## src/pkg/psc_pkg.sv

```systemverilog
package psc_pkg;
   // System power states; S2 is deliberately absent
   typedef enum logic [2:0] {
      PSC_S0 = 3'h0,
      PSC_S1 = 3'h1,
      PSC_S3 = 3'h3,
      PSC_S4 = 3'h4,
      PSC_S5 = 3'h5
   } psc_state_t;

   // Register byte offsets
   localparam logic [11:0] PSC_OFS_CTRL = 12'h000;
   localparam logic [11:0] PSC_OFS_STATE = 12'h004;
   localparam logic [11:0] PSC_OFS_WSTAT = 12'h008;
   localparam logic [11:0] PSC_OFS_WMASK = 12'h00c;

   // Control register fields
   localparam int PSC_CTRL_CMD_LSB = 0;
   localparam int PSC_CTRL_GO_BIT = 4;
   localparam int PSC_CTRL_S5WAKE_BIT = 8;
   localparam int PSC_CTRL_PMEEN_BIT = 9;
   localparam int PSC_CTRL_LASTON_BIT = 10;
   localparam logic [31:0] PSC_CTRL_RST = 32'h0000_0000;

   // Wake source bit positions in status, mask and source vectors
   localparam int PSC_NSRC = 8;
   localparam int PSC_W_PWRBTN = 0;
   localparam int PSC_W_RTC = 1;
   localparam int PSC_W_PCIE = 2;
   localparam int PSC_W_LAN = 3;
   localparam int PSC_W_PME = 4;
   localparam int PSC_W_MODEM = 5;
   localparam int PSC_W_KBMS = 6;
   localparam int PSC_W_USB = 7;
   localparam logic [7:0] PSC_WMASK_RST = 8'h00;

   // Timing
   localparam int PSC_CLK_HZ = 50_000_000;
   localparam int PSC_HOLD_S = 4;
   localparam longint PSC_HOLD_CYC = longint'(PSC_HOLD_S) * PSC_CLK_HZ;
   localparam int PSC_DEB_US = 10;
   localparam int PSC_DEB_CYC = PSC_DEB_US * (PSC_CLK_HZ / 1_000_000);

   typedef struct packed {
      logic fan_on;
      logic main_power_on;
      logic cpu_run;
   } psc_rails_t;
endpackage

```

## src/hdl/psc_button.sv

```systemverilog
`timescale 1ns/1ps
`default_nettype none
module psc_button #(
   parameter int DEB_CYC = psc_pkg::PSC_DEB_CYC,
   parameter longint HOLD_CYC = psc_pkg::PSC_HOLD_CYC
) (
   input wire logic pclk,       // Clock
   input wire logic presetn,    // Async reset, low
   input wire logic btn_n,      // Raw switch pin, low pressed
   output logic short_press,    // Released before threshold
   output logic long_press      // Threshold reached while held
);
   initial begin
      if (DEB_CYC < 1 || HOLD_CYC < 2) $error("psc_button: bad counts");
   end

   ////////////////////////////////////////////////////////////////
   logic [2:0] sync_q;
   logic stable_q;
   logic [31:0] deb_q;
   logic [39:0] hold_q;
   logic fired_q;

   always_ff @(posedge pclk or negedge presetn) begin
      if (!presetn) sync_q <= 3'h7;
      else sync_q <= {sync_q[1:0], btn_n};
   end

   // Debounce: level must stay put for DEB_CYC cycles
   always_ff @(posedge pclk or negedge presetn) begin
      if (!presetn) begin
         stable_q <= 1'b0;
         deb_q <= 32'h0;
      end else if ((sync_q[2] == sync_q[1]) && (!sync_q[2] != stable_q)) begin
         if (deb_q >= 32'(DEB_CYC - 1)) begin
            stable_q <= !sync_q[2];
            deb_q <= 32'h0;
         end else begin
            deb_q <= deb_q + 32'h1;
         end
      end else begin
         deb_q <= 32'h0;
      end
   end

   // Press length measured on debounced level
   always_ff @(posedge pclk or negedge presetn) begin
      if (!presetn) begin
         hold_q <= 40'h0;
         fired_q <= 1'b0;
         short_press <= 1'b0;
         long_press <= 1'b0;
      end else begin
         short_press <= 1'b0;
         long_press <= 1'b0;
         if (stable_q) begin
            if (!fired_q && hold_q >= 40'(HOLD_CYC - 1)) begin
               long_press <= 1'b1;
               fired_q <= 1'b1;
            end else if (!fired_q) begin
               hold_q <= hold_q + 40'h1;
            end
         end else begin
            if (hold_q != 40'h0 && !fired_q) short_press <= 1'b1;
            hold_q <= 40'h0;
            fired_q <= 1'b0;
         end
      end
   end
endmodule // psc_button
`default_nettype wire

```

## src/hdl/psc_sleep_ctrl.sv

```systemverilog
`timescale 1ns/1ps
`default_nettype none
// Functional notes
// - Short press toggles off/working/sleep states
// - Long press forces soft-off from anywhere
// - States S0, S1, S3, S4, S5; no S2
// - Software commands power state transitions
// - Software soft-off command reaches S5
// - Button, RTC, PCIe wake from all sleeps
// - Modem, keyboard, USB wake only S1/S3
// - LAN/PME wake S5 only when enabled
// - S5 wake enable lets LAN power on
// - One switch serves power and sleep
// - Fans on in S0/S1 only
// - Restore last on/off state after AC loss
// - PME wake needs PME enable
module psc_sleep_ctrl #(
   parameter int DEB_CYC = psc_pkg::PSC_DEB_CYC,
   parameter longint HOLD_CYC = psc_pkg::PSC_HOLD_CYC
) (
   input wire logic pclk,                  // Standby clock
   input wire logic presetn,               // Standby reset, low
   input wire logic psel,                  // APB select
   input wire logic penable,               // APB enable
   input wire logic pwrite,                // APB direction
   input wire logic [11:0] paddr,          // APB byte address
   input wire logic [31:0] pwdata,         // APB write data
   output logic [31:0] prdata,             // APB read data
   output logic pready,                    // APB ready
   output logic pslverr,                   // APB error
   input wire logic pwr_btn_n,             // Front panel switch, low pressed
   input wire logic rtc_alarm,             // RTC alarm, pin
   input wire logic pcie_wake_n,           // PCIe wake pin, low
   input wire logic lan_wake,              // LAN wake, pin
   input wire logic pme_n,                 // PCI PME pin, low
   input wire logic modem_ring,            // Serial modem ring, pin
   input wire logic kbms_act,              // Keyboard/mouse activity, pin
   input wire logic usb_act,               // USB activity, pin
   input wire logic ac_restored,           // Reset came from AC return
   input wire logic last_on_nv,            // Stored last state was on
   output psc_pkg::psc_state_t sys_state,  // Current power state
   output psc_pkg::psc_rails_t rails,      // Power controls
   output logic irq                        // Level interrupt
);
   initial begin
      if (DEB_CYC < 1 || HOLD_CYC < 2) $error("psc_sleep_ctrl: bad counts");
   end

   ////////////////////////////////////////////////////////////////
   // Pin synchronisers, three stages; active-high wake vector
   logic [psc_pkg::PSC_NSRC-1:0] raw_w;
   logic [psc_pkg::PSC_NSRC-1:0] s1_q, s2_q, s3_q, lvl_q, lvl_prev_q;
   assign raw_w = {usb_act, kbms_act, modem_ring, !pme_n, lan_wake, !pcie_wake_n, rtc_alarm, 1'b0};

   always_ff @(posedge pclk or negedge presetn) begin
      if (!presetn) begin
         s1_q <= 8'h00;
         s2_q <= 8'h00;
         s3_q <= 8'h00;
         lvl_q <= 8'h00;
         lvl_prev_q <= 8'h00;
      end else begin
         s1_q <= raw_w;
         s2_q <= s1_q;
         s3_q <= s2_q;
         lvl_q <= (s2_q & s3_q) | (lvl_q & (s2_q | s3_q));
         lvl_prev_q <= lvl_q;
      end
   end

   logic short_press, long_press;
   psc_button #(.DEB_CYC(DEB_CYC), .HOLD_CYC(HOLD_CYC)) u_btn (
      .pclk(pclk),
      .presetn(presetn),
      .btn_n(pwr_btn_n),
      .short_press(short_press),
      .long_press(long_press)
   );

   ////////////////////////////////////////////////////////////////
   // Registers
   logic [31:0] ctrl_q;
   logic [7:0] wstat_q, wmask_q;
   logic wr_en, rd_en, go_cmd;
   logic [2:0] cmd_code;
   assign pready = 1'b1;
   assign wr_en = psel && penable && pwrite;
   assign rd_en = psel && penable && !pwrite;

   function automatic logic addr_ok(input logic [11:0] a);
      return a == psc_pkg::PSC_OFS_CTRL || a == psc_pkg::PSC_OFS_STATE ||
             a == psc_pkg::PSC_OFS_WSTAT || a == psc_pkg::PSC_OFS_WMASK;
   endfunction

   assign pslverr = psel && penable && !addr_ok(paddr);
   assign go_cmd = wr_en && paddr == psc_pkg::PSC_OFS_CTRL && pwdata[psc_pkg::PSC_CTRL_GO_BIT];
   assign cmd_code = pwdata[psc_pkg::PSC_CTRL_CMD_LSB +: 3];

   always_ff @(posedge pclk or negedge presetn) begin
      if (!presetn) ctrl_q <= psc_pkg::PSC_CTRL_RST;
      else if (wr_en && paddr == psc_pkg::PSC_OFS_CTRL) begin
         ctrl_q <= {21'h0, pwdata[10:8], 8'h00};
      end
   end

   always_ff @(posedge pclk or negedge presetn) begin
      if (!presetn) wmask_q <= psc_pkg::PSC_WMASK_RST;
      else if (wr_en && paddr == psc_pkg::PSC_OFS_WMASK) wmask_q <= pwdata[7:0];
   end

   ////////////////////////////////////////////////////////////////
   // Wake qualification
   psc_pkg::psc_state_t st_q;
   logic s5_wake_en, pme_en;
   logic [7:0] edge_w, qual_w;
   assign s5_wake_en = ctrl_q[psc_pkg::PSC_CTRL_S5WAKE_BIT];
   assign pme_en = ctrl_q[psc_pkg::PSC_CTRL_PMEEN_BIT];
   assign edge_w = lvl_q & ~lvl_prev_q;

   function automatic logic [7:0] wake_allowed(input psc_pkg::psc_state_t s, input logic s5en, input logic pmeen);
      logic [7:0] m;
      m = 8'h00;
      case (s)
         psc_pkg::PSC_S1, psc_pkg::PSC_S3: m = 8'hff;
         psc_pkg::PSC_S4: m = 8'h1f;
         psc_pkg::PSC_S5: m = s5en ? 8'h1f : 8'h07;
         default: m = 8'h00;
      endcase
      if (!pmeen) m[psc_pkg::PSC_W_PME] = 1'b0;
      return m;
   endfunction

   assign qual_w = edge_w & wake_allowed(st_q, s5_wake_en, pme_en);

   ////////////////////////////////////////////////////////////////
   // Power state machine
   logic asleep, wake_now, restore_q;
   assign asleep = st_q != psc_pkg::PSC_S0;
   assign wake_now = (|qual_w) || (short_press && asleep);

   function automatic logic legal_cmd(input logic [2:0] c);
      return c == 3'h0 || c == 3'h1 || c == 3'h3 || c == 3'h4 || c == 3'h5;
   endfunction

   always_ff @(posedge pclk or negedge presetn) begin
      if (!presetn) begin
         st_q <= psc_pkg::PSC_S5;
         restore_q <= 1'b1;
      end else begin
         restore_q <= 1'b0;
         if (restore_q) begin
            if (ac_restored && last_on_nv) st_q <= psc_pkg::PSC_S0;
         end else if (long_press) begin
            st_q <= psc_pkg::PSC_S5;
         end else if (wake_now) begin
            st_q <= psc_pkg::PSC_S0;
         end else if (short_press) begin
            st_q <= psc_pkg::PSC_S1;
         end else if (go_cmd && legal_cmd(cmd_code)) begin
            st_q <= psc_pkg::psc_state_t'(cmd_code);
         end
      end
   end
   assign sys_state = st_q;

   always_ff @(posedge pclk or negedge presetn) begin
      if (!presetn) rails <= '0;
      else begin
         rails.fan_on <= st_q == psc_pkg::PSC_S0 || st_q == psc_pkg::PSC_S1;
         rails.main_power_on <= st_q == psc_pkg::PSC_S0 || st_q == psc_pkg::PSC_S1;
         rails.cpu_run <= st_q == psc_pkg::PSC_S0;
      end
   end

   ////////////////////////////////////////////////////////////////
   // Wake cause status; a new cause wins over a same-cycle clear
   logic [7:0] cause_w, clr_w;
   always_comb begin
      cause_w = qual_w;
      cause_w[psc_pkg::PSC_W_PWRBTN] = short_press && asleep && !long_press;
   end
   assign clr_w = (wr_en && paddr == psc_pkg::PSC_OFS_WSTAT) ? pwdata[7:0] : 8'h00;

   always_ff @(posedge pclk or negedge presetn) begin
      if (!presetn) wstat_q <= 8'h00;
      else wstat_q <= (wstat_q & ~clr_w) | cause_w;
   end

   assign irq = |(wstat_q & wmask_q);

   always_ff @(posedge pclk or negedge presetn) begin
      if (!presetn) prdata <= 32'h0;
      else if (psel && !penable && !pwrite) begin
         if (paddr == psc_pkg::PSC_OFS_CTRL) prdata <= ctrl_q;
         else if (paddr == psc_pkg::PSC_OFS_STATE) prdata <= {29'h0, st_q};
         else if (paddr == psc_pkg::PSC_OFS_WSTAT) prdata <= {24'h0, wstat_q};
         else if (paddr == psc_pkg::PSC_OFS_WMASK) prdata <= {24'h0, wmask_q};
         else prdata <= 32'h0;
      end
   end

   ////////////////////////////////////////////////////////////////
   // Checks
   // A software command only counts when nothing of higher priority moves the state
   logic cmd_free, mask_wr;
   assign cmd_free = !restore_q && !long_press && !wake_now && !short_press;
   assign mask_wr = wr_en && paddr == psc_pkg::PSC_OFS_WMASK;
endmodule // psc_sleep_ctrl
`default_nettype wire

```

## config.mk

```make
export PLATFORM = sky130hd
export DESIGN_NAME = psc_sleep_ctrl
export DESIGN_NICKNAME = d
export VERILOG_FILES = /design/src/pkg/psc_pkg.sv /design/src/hdl/psc_button.sv /design/src/hdl/psc_sleep_ctrl.sv
export SDC_FILE = /design/constraint.sdc
export NUM_CORES = 1
export LEC_CHECK = 0
export BUFFER_PORTS_ARGS = -buffer_cell sky130_fd_sc_hd__buf_2
export CAP_MARGIN = 5
export CORE_AREA = 2 2 135 137
export DETAILED_ROUTE_END_ITERATION = 10
export DIE_AREA = 0 0 137 139
export PLACE_DENSITY = 0.63
export SYNTH_ARGS = -nofsm -noshare
export SYNTH_HDL_FRONTEND = slang
export SYNTH_SLANG_ARGS = --single-unit
export TNS_END_PERCENT = 50
```

## constraint.sdc

```tcl
create_clock -name pclk -period 3 [get_ports pclk]
set_clock_uncertainty 0.15 [all_clocks]
set_input_delay 0.6 -clock pclk [delete_from_list [all_inputs] [get_ports pclk]]
set_output_delay 0.6 -clock pclk [all_outputs]
set_load 0.005 [all_outputs]
```

======== Word-level counts from Yosys, hierarchy flattened ========
Cells that the tools add are included.
word-level totals
  register bits ........................... 173
  bits in latches ......................... 0
  bits in writable memories ............... 0
  bits in read-only memories .............. 0
  output and inout bits ................... 41
  word-level logic and storage cells ...... 122
  memories kept ........................... 0
operators by class
  add/subtract/negate cells ............... 2
  multiply operators ...................... 0
  divide/modulo/power cells ............... 0
  magnitude comparators ................... 2
  equality and inequality tests ........... 17
  shift operators ......................... 0
  multiplexer cells ....................... 25
  bitwise gates (word level) .............. 11
  reductions and logical operators ........ 45
operators with widths
  cell                                                                 number
  two-way mux 40 bit                                                   3
  two-way mux 32 bit                                                   2
  AND 8 bit                                                            6
  adder 40 x 1 -> 40 bit, second input constant                        1
  greater-or-equal comparator 40 x 28 -> 1 bit, second input constant  1
  nonzero test 40 bit                                                  1
  adder 32 x 1 -> 32 bit, second input constant                        1
  greater-or-equal comparator 32 x 9 -> 1 bit, second input constant   1
  two-way mux 8 bit                                                    4
  equality test 12 x 4 -> 1 bit, second input constant                 2
  OR 8 bit                                                             3
  one-hot mux 8 bit (3 select lines)                                   1
  two-way mux 3 bit                                                    6
  logical AND 1 bit                                                    16
  NOT 8 bit                                                            2
  OR reduction 8 bit                                                   2
  equality test 12 x 3 -> 1 bit, second input constant                 1
  equality test 3 bit, second input constant                           4
  zero test 12 bit                                                     1
  two-way mux 11 bit                                                   1
  logical OR 1 bit                                                     9
  zero test 1 bit                                                      8
  two-way mux 1 bit                                                    7
  equality test 3 x 1 -> 1 bit, second input constant                  2
  11 further kinds                                                     17

======== Depth between registers and ports, before layout ========
Gate-level depths: netlist of run 1.
  depth after elaboration ................. 11
  gate-level depth with buffers ........... 9
  gate-level depth less buffers ........... 7

======== Cells and area by module ========
Synthesis of run 1 repeated with hierarchy kept, for this count alone.
second synthesis, totals
  cells, all modules ...................... 557
  area, all modules ....................... 6444.9 um^2
by module, submodules not included
  module          times used  cells an instance  area an instance (um^2)
  psc_button      1           317                3464.6
  psc_sleep_ctrl  1           240                2980.4

======== Worst setup path before layout of run 1 ========
Ideal clock, no wire load.
  path kind ............................... register -> register
  from .................................... reg u_btn.hold_q[32]
  to ...................................... reg u_btn.hold_q[15]
  library setup time ...................... 0.077 ns
  data arrival time ....................... 2.460 ns
  required time ........................... 2.773 ns
  slack ................................... 0.313 ns
  cell stages (with the launch flop) ...... 7
  path buffers ............................ 0
  period minus slack after synthesis ...... 2.687 ns
  cells stage by stage .................... dfrtp_1 -> or4_4 -> a2111o_1 -> or2_4 -> or4b_1 -> or3_1 -> a21oi_1
between the ends
  word-level cells in the longest chain between the ends .. 4
RTL lines
  element                                       RTL line          text
  start: declaration                            psc_button.sv:21  logic [39:0] hold_q;
  start signal: assignment                      psc_button.sv:61  hold_q <= hold_q + 40'h1;
  greater-or-equal comparator 40 x 28 -> 1 bit  psc_button.sv:57  if (!fired_q && hold_q >= 40'(HOLD_CYC - 1)) begin
  logical AND 1 bit                             psc_button.sv:57
  != test 2 bit (no source line)                --
  AND reduction 2 bit (no source line)          --
Every way passes these cells.
A chain may end at the register's enable or synchronous reset.

======== Final worst setup path of run 1 ========
Same ends and word-level chain as after synthesis.

==> impl_metrics.ini, run 1 <==
[placement]
port-buffer-count = 56
post-place-ws_ns = 0.151
gp_congestion = 0.804
post_dp_cell_area_um2 = 6940
hpwlAfterDp_um = 8400

[power_and_ir_drop]
leakagePower_nw = 3.39
finalPower_w = 0.00468
power.density_nw_per_um2 = 621
relative_contribution_of_the_clock_network_to_total_power_pct = 45.7
switchingPower_w = 0.00107
cellInternalPower_w = 0.00361
vdd_drop_max_mv = 0.366
pwr-share-seq_pct = 46.8
combPwrFrac_pct = 7.4
power.share.switching_pct = 22.9

[route]
route.antenna.remaining_nets = 0
post-route-drc-count = 0
routedWlPerCell_um = 13.8
route.final.wire_length_um = 12300
vias = 4409
post_drt_via_cell_ratio = 4.95
detailedRoute.firstIterationViolations = 247
first_pass_detailed_route_iteration_total = 4

[cells_and_area]
insertedDiodeCount = 0
final_nets = 711
leading_cell_type_in_the_layout_fill_and_taps_excluded = dfrtp_1
design_area_um2 = 7530
fillerInstances = 1644
mostFrequentLayoutCells = dfrtp_1, buf_2, conb_1
area.growth.synth_to_final_pct = 18.2
ff_latch_area_um2 = 3760
drive_above_1_share_pct = 18.4
multi_input_comb_area_um2 = 2440
finish.utilization_pct = 42.7

[sta]
postLayoutSetupSlackWorst_ns = 0.128
timing.setup.tns_ns = 0
max_clock_freq_mhz = 348
finalHoldViolCount = 0
final-setup-viol-count = 0
rsz0062_at_grt = false
finalWorstPathRequiredPeriod_ns = 2.87
finalCritPeriodShare_pct = 95.7
slew_headroom_pct = 51.6
slew_at_the_pin_with_the_worst_max_slew_slack_ns = 0.726
final_max_slew_viol_count = 0

[synthesis]
avgSynthCellArea_um2 = 11.3
yosys.area.top_type_share_pct = 56.5
synth_ff_type = dfrtp_1
synth_area_leader_cell = dfrtp_1
synthCells = 565
ys_async_sr_fraction_pct = 100
yosys_register_bits = 150
post_synth_instance_area_um2 = 6370
synth_enable_flop_cells = 0
seq_area_frac_synth_pct = 59.0
synth.distinct_cells = 58
yosys-top-cells-area = dfrtp_1, buf_4, mux2_2, mux2i_1, dfstp_2
ys_warns = 0

[worst_setup_path]
setup.worst_path.start_class = register
worstSetupPathType = register to register
cp_data_arrival_time_ns = 3.06
cpPeakStageDelay_ns = 0.57
critical-path-top-delay-family = simple AND/OR/NAND/NOR gates
cp_max_fo = 5
timing.critical_path.cells = or4_4, a2111o_1, or2_4, or4b_1, or3_1, a21oi_1
worstPathRequired_ns = 3.18
cpMaxStageDelayCell = or4_4
crit_buf_inv = 0
critPathCaptureType = register

[global_routing]
grt_use_total_pct = 13.7
first_pass_grt_wire_length_um = 20900
grt_antenna_before_repair = 0
global_route_overflow = 0
first_global_vias = 4374
pin_count_of_the_biggest_net_entering_global_routing = 61

[floorplanning]
floorplan.initialDensity_pct = 36.1
pin_count = 100
die-width_um = 137
coreArea_um2 = 17700
die_outline_height_um = 139
dieArea_um2 = 19000
rows = 49

[clock_network]
clock_sinks = 150
cts_max_level = 4
longest_clk_path_bufs = 2
root_buffer = clkbuf_16
clk-insertion-delay-late_ns = 0.42
tritoncts = built
clkTransAtPathRegs_ns = 0.06
numCtsBuffers = 17
cts.repair.resized = 0
cts_setup_buffers = 0
cts_hold_repair.buffers = 0

[min_path]
worstHoldPathType = primary input to async pin

[job]
maxCapViolCount = 0

[status]
outcome = completed
[power groups by stage]
stage | Clock, W | Sequential (W) | Combinational (W)
floorplan | 0 | 0.00221 | 0.000217
global placement | 0 | 0.00222 | 0.000346
detailed placement | 0 | 0.00223 | 0.000350
CTS | 0.00220 | 0.00219 | 0.000352
global route | 0.00229 | 0.00220 | 0.000403
finish | 0.00214 | 0.00219 | 0.000348
[stage by stage]
| stage | cells | hold slack [ns] |
|---|---|---|
| after floorplan | 609 | 0.154 |
| after global placement | 859 | 0.182 |
| after detailed placement | 859 | 0.187 |
| after CTS | 891 | 0.0151 |
| after global routing | 891 | 0.0468 |
| final | 891 | 0.00227 |
[cell usage after synthesis (all sizes together) (5+ instances only)]
cell type,count
a21oi,16
a22oi,7
and2,14
and3,8
and4,5
buf,28
clkbuf,16
dfrtp,144
dfstp,6
inv,22
maj3,7
mux2,15
mux2i,16
nand2,40
nand2b,21
nand3,19
nand4,11
nor2,27
nor3,9
nor4,19
o21ai,30
o31ai,12
or3,10
or4,13
xnor2,5
[worst reg2reg max path: cells and delay by family (launching register included)]
| kind | cells | cell delay (ns) |
|---|---|---|
| AOI/OAI and AO/OA | 2 | 0.58 |
| and+or+nand+nor | 4 | 1.69 |
| DFF | 1 | 0.38 |
[state kept, by name (all words and copies together) (netlist names), 2 cells and up]
name	count
s2_q	7
u_btn.deb_q	32
lvl_q	7
s3_q	7
wmask_q	8
ctrl_q	3
u_btn.sync_q	3
u_btn.hold_q	40
wstat_q	8
rails	2
sys_state	3
lvl_prev_q	7
s1_q	7
prdata	11
[cell type report]
class                           count  area share [%]
Tap cell                          229            3.80
Inverter                           22            1.10
Sequential cell                   150            49.9
Timing Repair Buffer               65            4.87
Multi-Input combinational cell    393            32.4
Clock buffer                       22            6.03
Clock inverter                     10            1.93
[layer usage]
layer / share of wire [%] / global-route usage [%] / vias to the layer above
met3: 5.6 / 3.62 / 19
li1: - / - / 2121
met2: 47 / 21.5 / 130
met1: 46 / 18.1 / 2139
met4: 1.8 / 5.32 / 0
met5: 0 / 0 / -
[cell families (layout without fill, tap and decap cells)]
group                      Yosys count  count (layout)  share of synthesized area, %
AOI/OAI and AO/OA                   83              83                          8.60
muxes                               31              31                          5.16
buffers and inverters               66             119                          5.34
DFF                                150             150                          59.0
xor gates and xnor gates             7               7                         0.962
adders and majority gates           10              10                          1.69
and+or+nand+nor                    216             216                          19.1
other                                2              46                         0.118
[final timing paths]
check / slack, ns / from / to / cells past startpoint
max: 0.13 / u_btn.hold_q[32] / u_btn.hold_q[15] / 6
min: 0.002 / presetn / prdata[7] / 1
max reg2reg: 0.13 / u_btn.hold_q[32] / u_btn.hold_q[15] / 6
min reg2reg: 0.20 / s1_q[7] / s2_q[7] / 0
max in group asynchronous: 1.90 / presetn / u_btn.deb_q[22] / 2
min in group pclk: 0.14 / pwr_btn_n / u_btn.sync_q[0] / 1
Note: power is estimated with default switching activity, not from simulation.
==> run 2: changes to the inputs <==
--- a/config.mk
+++ b/config.mk
@@ -10,6 +10,7 @@
 export CORE_AREA = 2 2 135 137
 export DETAILED_ROUTE_END_ITERATION = 10
 export DIE_AREA = 0 0 137 139
+export HOLD_SLACK_MARGIN = 0.08
 export PLACE_DENSITY = 0.63
 export SYNTH_ARGS = -nofsm -noshare
 export SYNTH_HDL_FRONTEND = slang
==> constraint.sdc (replaced) <==
create_clock -name pclk -period 3.07 [get_ports pclk]
set_clock_uncertainty 0.15 [all_clocks]
set_input_delay 0.614 -clock pclk [delete_from_list [all_inputs] [get_ports pclk]]
set_output_delay 0.614 -clock pclk [all_outputs]
set_load 0.005 [all_outputs]
==> run 2 against run 1 <==
Fmax down 0.26%; utilization up 0.14 points; worst hold slack better by 0.14 ns; highest routed layer unchanged.
==> impl_metrics.ini, run 2 (synthesis results as in run 1) <==
[route]
vias = 4498
detailedRoute.firstIterationViolations = 339
post_drt_via_cell_ratio = 5.04
routedWlPerCell_um = 13.7
route.antenna.remaining_nets = 0
post-route-drc-count = 0
route.final.wire_length_um = 12300
first_pass_detailed_route_iteration_total = 5

[worst_setup_path]
critical-path-top-delay-family = simple AND/OR/NAND/NOR gates
cpPeakStageDelay_ns = 0.58
worstPathRequired_ns = 3.26
cp_max_fo = 5
cpMaxStageDelayCell = or4_4
cp_data_arrival_time_ns = 3.07
r2r_setup_slack_ns = 0.19
setup.worst_path.start_class = register
worstSetupPathType = register to register
crit_buf_inv = 0
timing.critical_path.cells = or4_4, a2111o_1, or2_4, or4b_1, or3_1, a21oi_1
critPathCaptureType = register

[global_routing]
grt_use_total_pct = 13.7
global_route_overflow = 0
first_pass_grt_wire_length_um = 20700
pin_count_of_the_biggest_net_entering_global_routing = 72
first_global_vias = 4407
grt_antenna_before_repair = 0

[job]
maxCapViolCount = 0

[clock_network]
clkTransAtPathRegs_ns = 0.07
cts.repair.resized = 0
longest_clk_path_bufs = 2
clk-insertion-delay-late_ns = 0.43
numCtsBuffers = 17
cts_max_level = 4
tritoncts = built
clock_sinks = 150
cts_hold_repair.buffers = 1
cts_setup_buffers = 0
root_buffer = clkbuf_16

[power_and_ir_drop]
finalPower_w = 0.00464
combPwrFrac_pct = 7.5
power.share.switching_pct = 22.8
relative_contribution_of_the_clock_network_to_total_power_pct = 46.5
power.density_nw_per_um2 = 614
switchingPower_w = 0.00106
cellInternalPower_w = 0.00358
vdd_drop_max_mv = 0.374
pwr-share-seq_pct = 46.1
leakagePower_nw = 3.41

[sta]
finalCritPeriodShare_pct = 93.8
rsz0062_at_grt = false
max_clock_freq_mhz = 347
finalHoldViolCount = 0
slew_headroom_pct = 49.9
final_max_slew_viol_count = 0
finalWorstPathRequiredPeriod_ns = 2.88
slew_at_the_pin_with_the_worst_max_slew_slack_ns = 0.752
timing.setup.tns_ns = 0
worst_hold_slack_ns = 0.144
final-setup-viol-count = 0

[floorplanning]
die_outline_height_um = 139
die-width_um = 137
coreArea_um2 = 17700
pin_count = 100
floorplan.initialDensity_pct = 36.1
rows = 49
dieArea_um2 = 19000

[cells_and_area]
fillerInstances = 1649
final_nets = 712
leading_cell_type_in_the_layout_fill_and_taps_excluded = dfrtp_1
design_area_um2 = 7560
biggestRegsByFlops = u_btn.hold_q (40), u_btn.deb_q (32), prdata (11)
area.growth.synth_to_final_pct = 18.6
drive_above_1_share_pct = 18.6
largest_register_ff_count = 40
insertedDiodeCount = 0
largest_register = u_btn.hold_q
mostFrequentLayoutCells = dfrtp_1, buf_2, conb_1
finish.utilization_pct = 42.8

[placement]
gp_congestion = 0.798
port-buffer-count = 56
hpwlAfterDp_um = 8460
post_dp_cell_area_um2 = 6940

[status]
outcome = completed

[min_path]
worstHoldPathType = primary input to register
[run 2: cell count changes in the layout (fill, tap and decap cells not counted)]
cell and change:
dlygate4sd3_1 +1, clkbuf_1 -1, clkinvlp_4 -1, clkinv_4 +1
clkinv_2 +2, clkbuf_8 -1, bufinv_16 +1, inv_6 -1
[run 2: path summary, 6_finish.rpt]
| kind | startpoint | end | depth (start not counted) |
|---|---|---|---|
| max in group asynchronous | presetn | u_btn.sync_q[2] | 3 |
| max | u_btn.hold_q[32] | u_btn.hold_q[15] | 6 |
| min | pwr_btn_n | u_btn.sync_q[0] | 1 |
| max reg2reg | u_btn.hold_q[32] | u_btn.hold_q[15] | 6 |
| min reg2reg | s1_q[4] | s2_q[4] | 0 |
| min in group asynchronous | presetn | wmask_q[5] | 2 |
[run 2: layout make-up]
type	instances	area, um2	area share [%]
Multi-Input combinational cell	393	2440	32.3
Timing Repair Buffer	66	377	4.98
Inverter	22	82.6	1.09
Sequential cell	150	3760	49.8
Tap cell	229	287	3.79
Clock inverter	12	178	2.35
Clock buffer	20	437	5.78
[run 2: worst register-to-register path, cell delays in order, from the launching register on]
cell and delay (ns):
dfrtp_1 0.38, or4_4 0.58, a2111o_1 0.44, or2_4 0.29
or4b_1 0.49, or3_1 0.33, a21oi_1 0.16
[run 2: per-layer routing]
metal	global-route usage, %	part of all wire, %
met3	4.42	5.9
met2	20.9	46
met4	5.91	2.0
met5	0	0
met1	17.8	46
[run 2: metrics by stage]
stage | cells | setup WS [ns]
6_report | 892 | 0.191
2_1_floorplan | 609 | 0.383
5_1_grt | 892 | 0.101
4_1_cts | 892 | 0.205
3_3_place_gp | 859 | 0.247
3_5_place_dp | 859 | 0.231
[run 2: power by group through the flow]
stage,sequential [W],combinational (W),clock (W)
6_report,0.00214,0.000347,0.00216
5_1_grt,0.00215,0.000398,0.00230
4_1_cts,0.00214,0.000351,0.00221
3_5_place_dp,0.00217,0.000348,0
3_3_place_gp,0.00217,0.000339,0
2_1_floorplan,0.00216,0.000212,0
==> run 3: changes to the inputs <==
--- a/config.mk
+++ b/config.mk
@@ -11,6 +11,7 @@
 export DETAILED_ROUTE_END_ITERATION = 10
 export DIE_AREA = 0 0 137 139
 export HOLD_SLACK_MARGIN = 0.08
+export MAX_ROUTING_LAYER = met4
 export PLACE_DENSITY = 0.63
 export SYNTH_ARGS = -nofsm -noshare
 export SYNTH_HDL_FRONTEND = slang
==> run 3 against run 2 <==
Power hardly changed; clock power about the same; combinational power hardly changed; flip-flop and latch count unchanged; final cell count stayed put; routed wire length decreased by 0.14%; via count increased by 0.22%; utilization did not move; first-iteration DRC count shrank 11%; register-to-register slack is essentially flat; clock-buffer cell count stayed put; sequential power about the same; critical path type unchanged; critical endpoint unchanged; largest power group unchanged; highest routed layer unchanged.
==> impl_metrics.ini, run 3 (synthesis results as in run 1) <==
[sta]
finalHoldViolCount = 0
timing.setup.tns_ns = 0
final_max_slew_viol_count = 0
slew_headroom_pct = 50.5
max_clock_freq_mhz = 348
finalWorstPathRequiredPeriod_ns = 2.87
slew_at_the_pin_with_the_worst_max_slew_slack_ns = 0.742
final-setup-viol-count = 0
rsz0062_at_grt = false
finalCritPeriodShare_pct = 93.5

[cells_and_area]
final_cell_count_no_fill = 892
ff_latch_area_um2 = 3760
area.growth.synth_to_final_pct = 18.6
mostFrequentLayoutCells = dfrtp_1, buf_2, conb_1
leading_cell_type_in_the_layout_fill_and_taps_excluded = dfrtp_1
drive_above_1_share_pct = 18.6
largest_register = u_btn.hold_q
biggestRegsByFlops = u_btn.hold_q (40), u_btn.deb_q (32), prdata (11)
insertedDiodeCount = 0
final_nets = 712
fillerInstances = 1649
multi_input_comb_area_um2 = 2440
largest_register_ff_count = 40

[job]
maxCapViolCount = 0

[route]
route.final.wire_length_um = 12200
detailedRoute.firstIterationViolations = 302
vias = 4508
post-route-drc-count = 0
route.antenna.remaining_nets = 0
post_drt_via_cell_ratio = 5.05
first_pass_detailed_route_iteration_total = 5
routedWlPerCell_um = 13.7

[placement]
hpwlAfterDp_um = 8460
placedCellCount = 859
gp_congestion = 0.809
port-buffer-count = 56

[clock_network]
numCtsBuffers = 17
clk-insertion-delay-late_ns = 0.42
cts.repair.resized = 0
clkTransAtPathRegs_ns = 0.07
tritoncts = built
cts_max_level = 4
longest_clk_path_bufs = 2
clock_sinks = 150
root_buffer = clkbuf_16

[floorplanning]
pin_count = 100
dieArea_um2 = 19000
die-width_um = 137
floorplan.initialDensity_pct = 36.1
die_outline_height_um = 139
rows = 49
coreArea_um2 = 17700

[worst_setup_path]
crit_buf_inv = 0
cp_data_arrival_time_ns = 3.06
timing.critical_path.to = u_btn.hold_q[15]
critical_path_cell_count = 6
critPathCaptureType = register
timing.critical_path.cells = or4_4, a2111o_1, or2_4, or4b_1, or3_1, a21oi_1
worstReg2RegStart = u_btn.hold_q[32]
cpMaxStageDelayCell = or4_4
timing.critical_path.from = u_btn.hold_q[32]
crit-reg2reg-capture = u_btn.hold_q[15]
critical-path-top-delay-family = simple AND/OR/NAND/NOR gates
r2r_setup_slack_ns = 0.20
worstSetupPathType = register to register
cpPeakStageDelay_ns = 0.58
worstPathRequired_ns = 3.26
reg2regPathDepth = 6
cp_max_fo = 5
setup.worst_path.start_class = register

[min_path]
worstHoldStart = pwr_btn_n
worstHoldPathType = primary input to register

[global_routing]
grt_antenna_before_repair = 0
pin_count_of_the_biggest_net_entering_global_routing = 72
first_global_vias = 4413
first_pass_grt_wire_length_um = 20700
grt_use_total_pct = 14.1
global_route_overflow = 0

[power_and_ir_drop]
leakagePower_nw = 3.41
power.density_nw_per_um2 = 614
vdd_drop_max_mv = 0.374

[status]
outcome = completed
## run 3: worst min path at each step
stage	to	cells past startpoint	slack, ns
after global placement	s2_q[6]	0	0.18
after detailed placement	s2_q[6]	0	0.19
after floorplan	ctrl_q[10]	0	0.17
after global routing	u_btn.sync_q[0]	1	0.11
after CTS	u_btn.sync_q[0]	1	0.13
final	u_btn.sync_q[0]	1	0.15
## run 3: repair_timing
item / in CTS / in global routing
endpoints found under the setup margin: 0 / 0
setup buffers: 0 / 0
hold buffers: 1 / 0
hold endpoints to repair: 68 / 0
## run 3: per-layer routing
layer | share of wire [%] | GRT usage, %
met1 | 45 | 17.7
met2 | 47 | 21.0
met3 | 6.2 | 4.53
met4 | 2.0 | 5.75
met5 | 0 | -
## run 3: power breakdown
| group | total [W] | internal [W] | switching [W] |
|---|---|---|---|
| combinational | 0.000346 | 0.000144 | 0.000203 |
| clock | 0.00216 | 0.00136 | 0.000794 |
| sequential | 0.00214 | 0.00207 | 0.0000619 |
| total | 0.00464 | 0.00358 | 0.00106 |
## run 3: cell type report
| cell class | count | share of cell area [%] |
|---|---|---|
| sequential | 150 | 49.8 |
| inverter | 22 | 1.09 |
| multi-input combinational | 393 | 32.3 |
| clock buffer | 20 | 5.78 |
| clock inverter | 12 | 2.35 |
| timing repair buffer | 66 | 4.98 |
| tap | 229 | 3.79 |
## run 3: per-stage QoR
step	setup WS (ns)	power, W	util (%)	hold slack (ns)	cell area, um2
2_1_floorplan	0.383	0.00237	-	0.168	6540
3_3_place_gp	0.247	0.00251	39.3	0.182	6940
3_5_place_dp	0.231	0.00252	39.3	0.186	6940
4_1_cts	0.205	0.00470	42.8	0.128	7560
5_1_grt	0.101	0.00485	42.8	0.113	7560
6_report	0.199	0.00464	42.8	0.145	7560
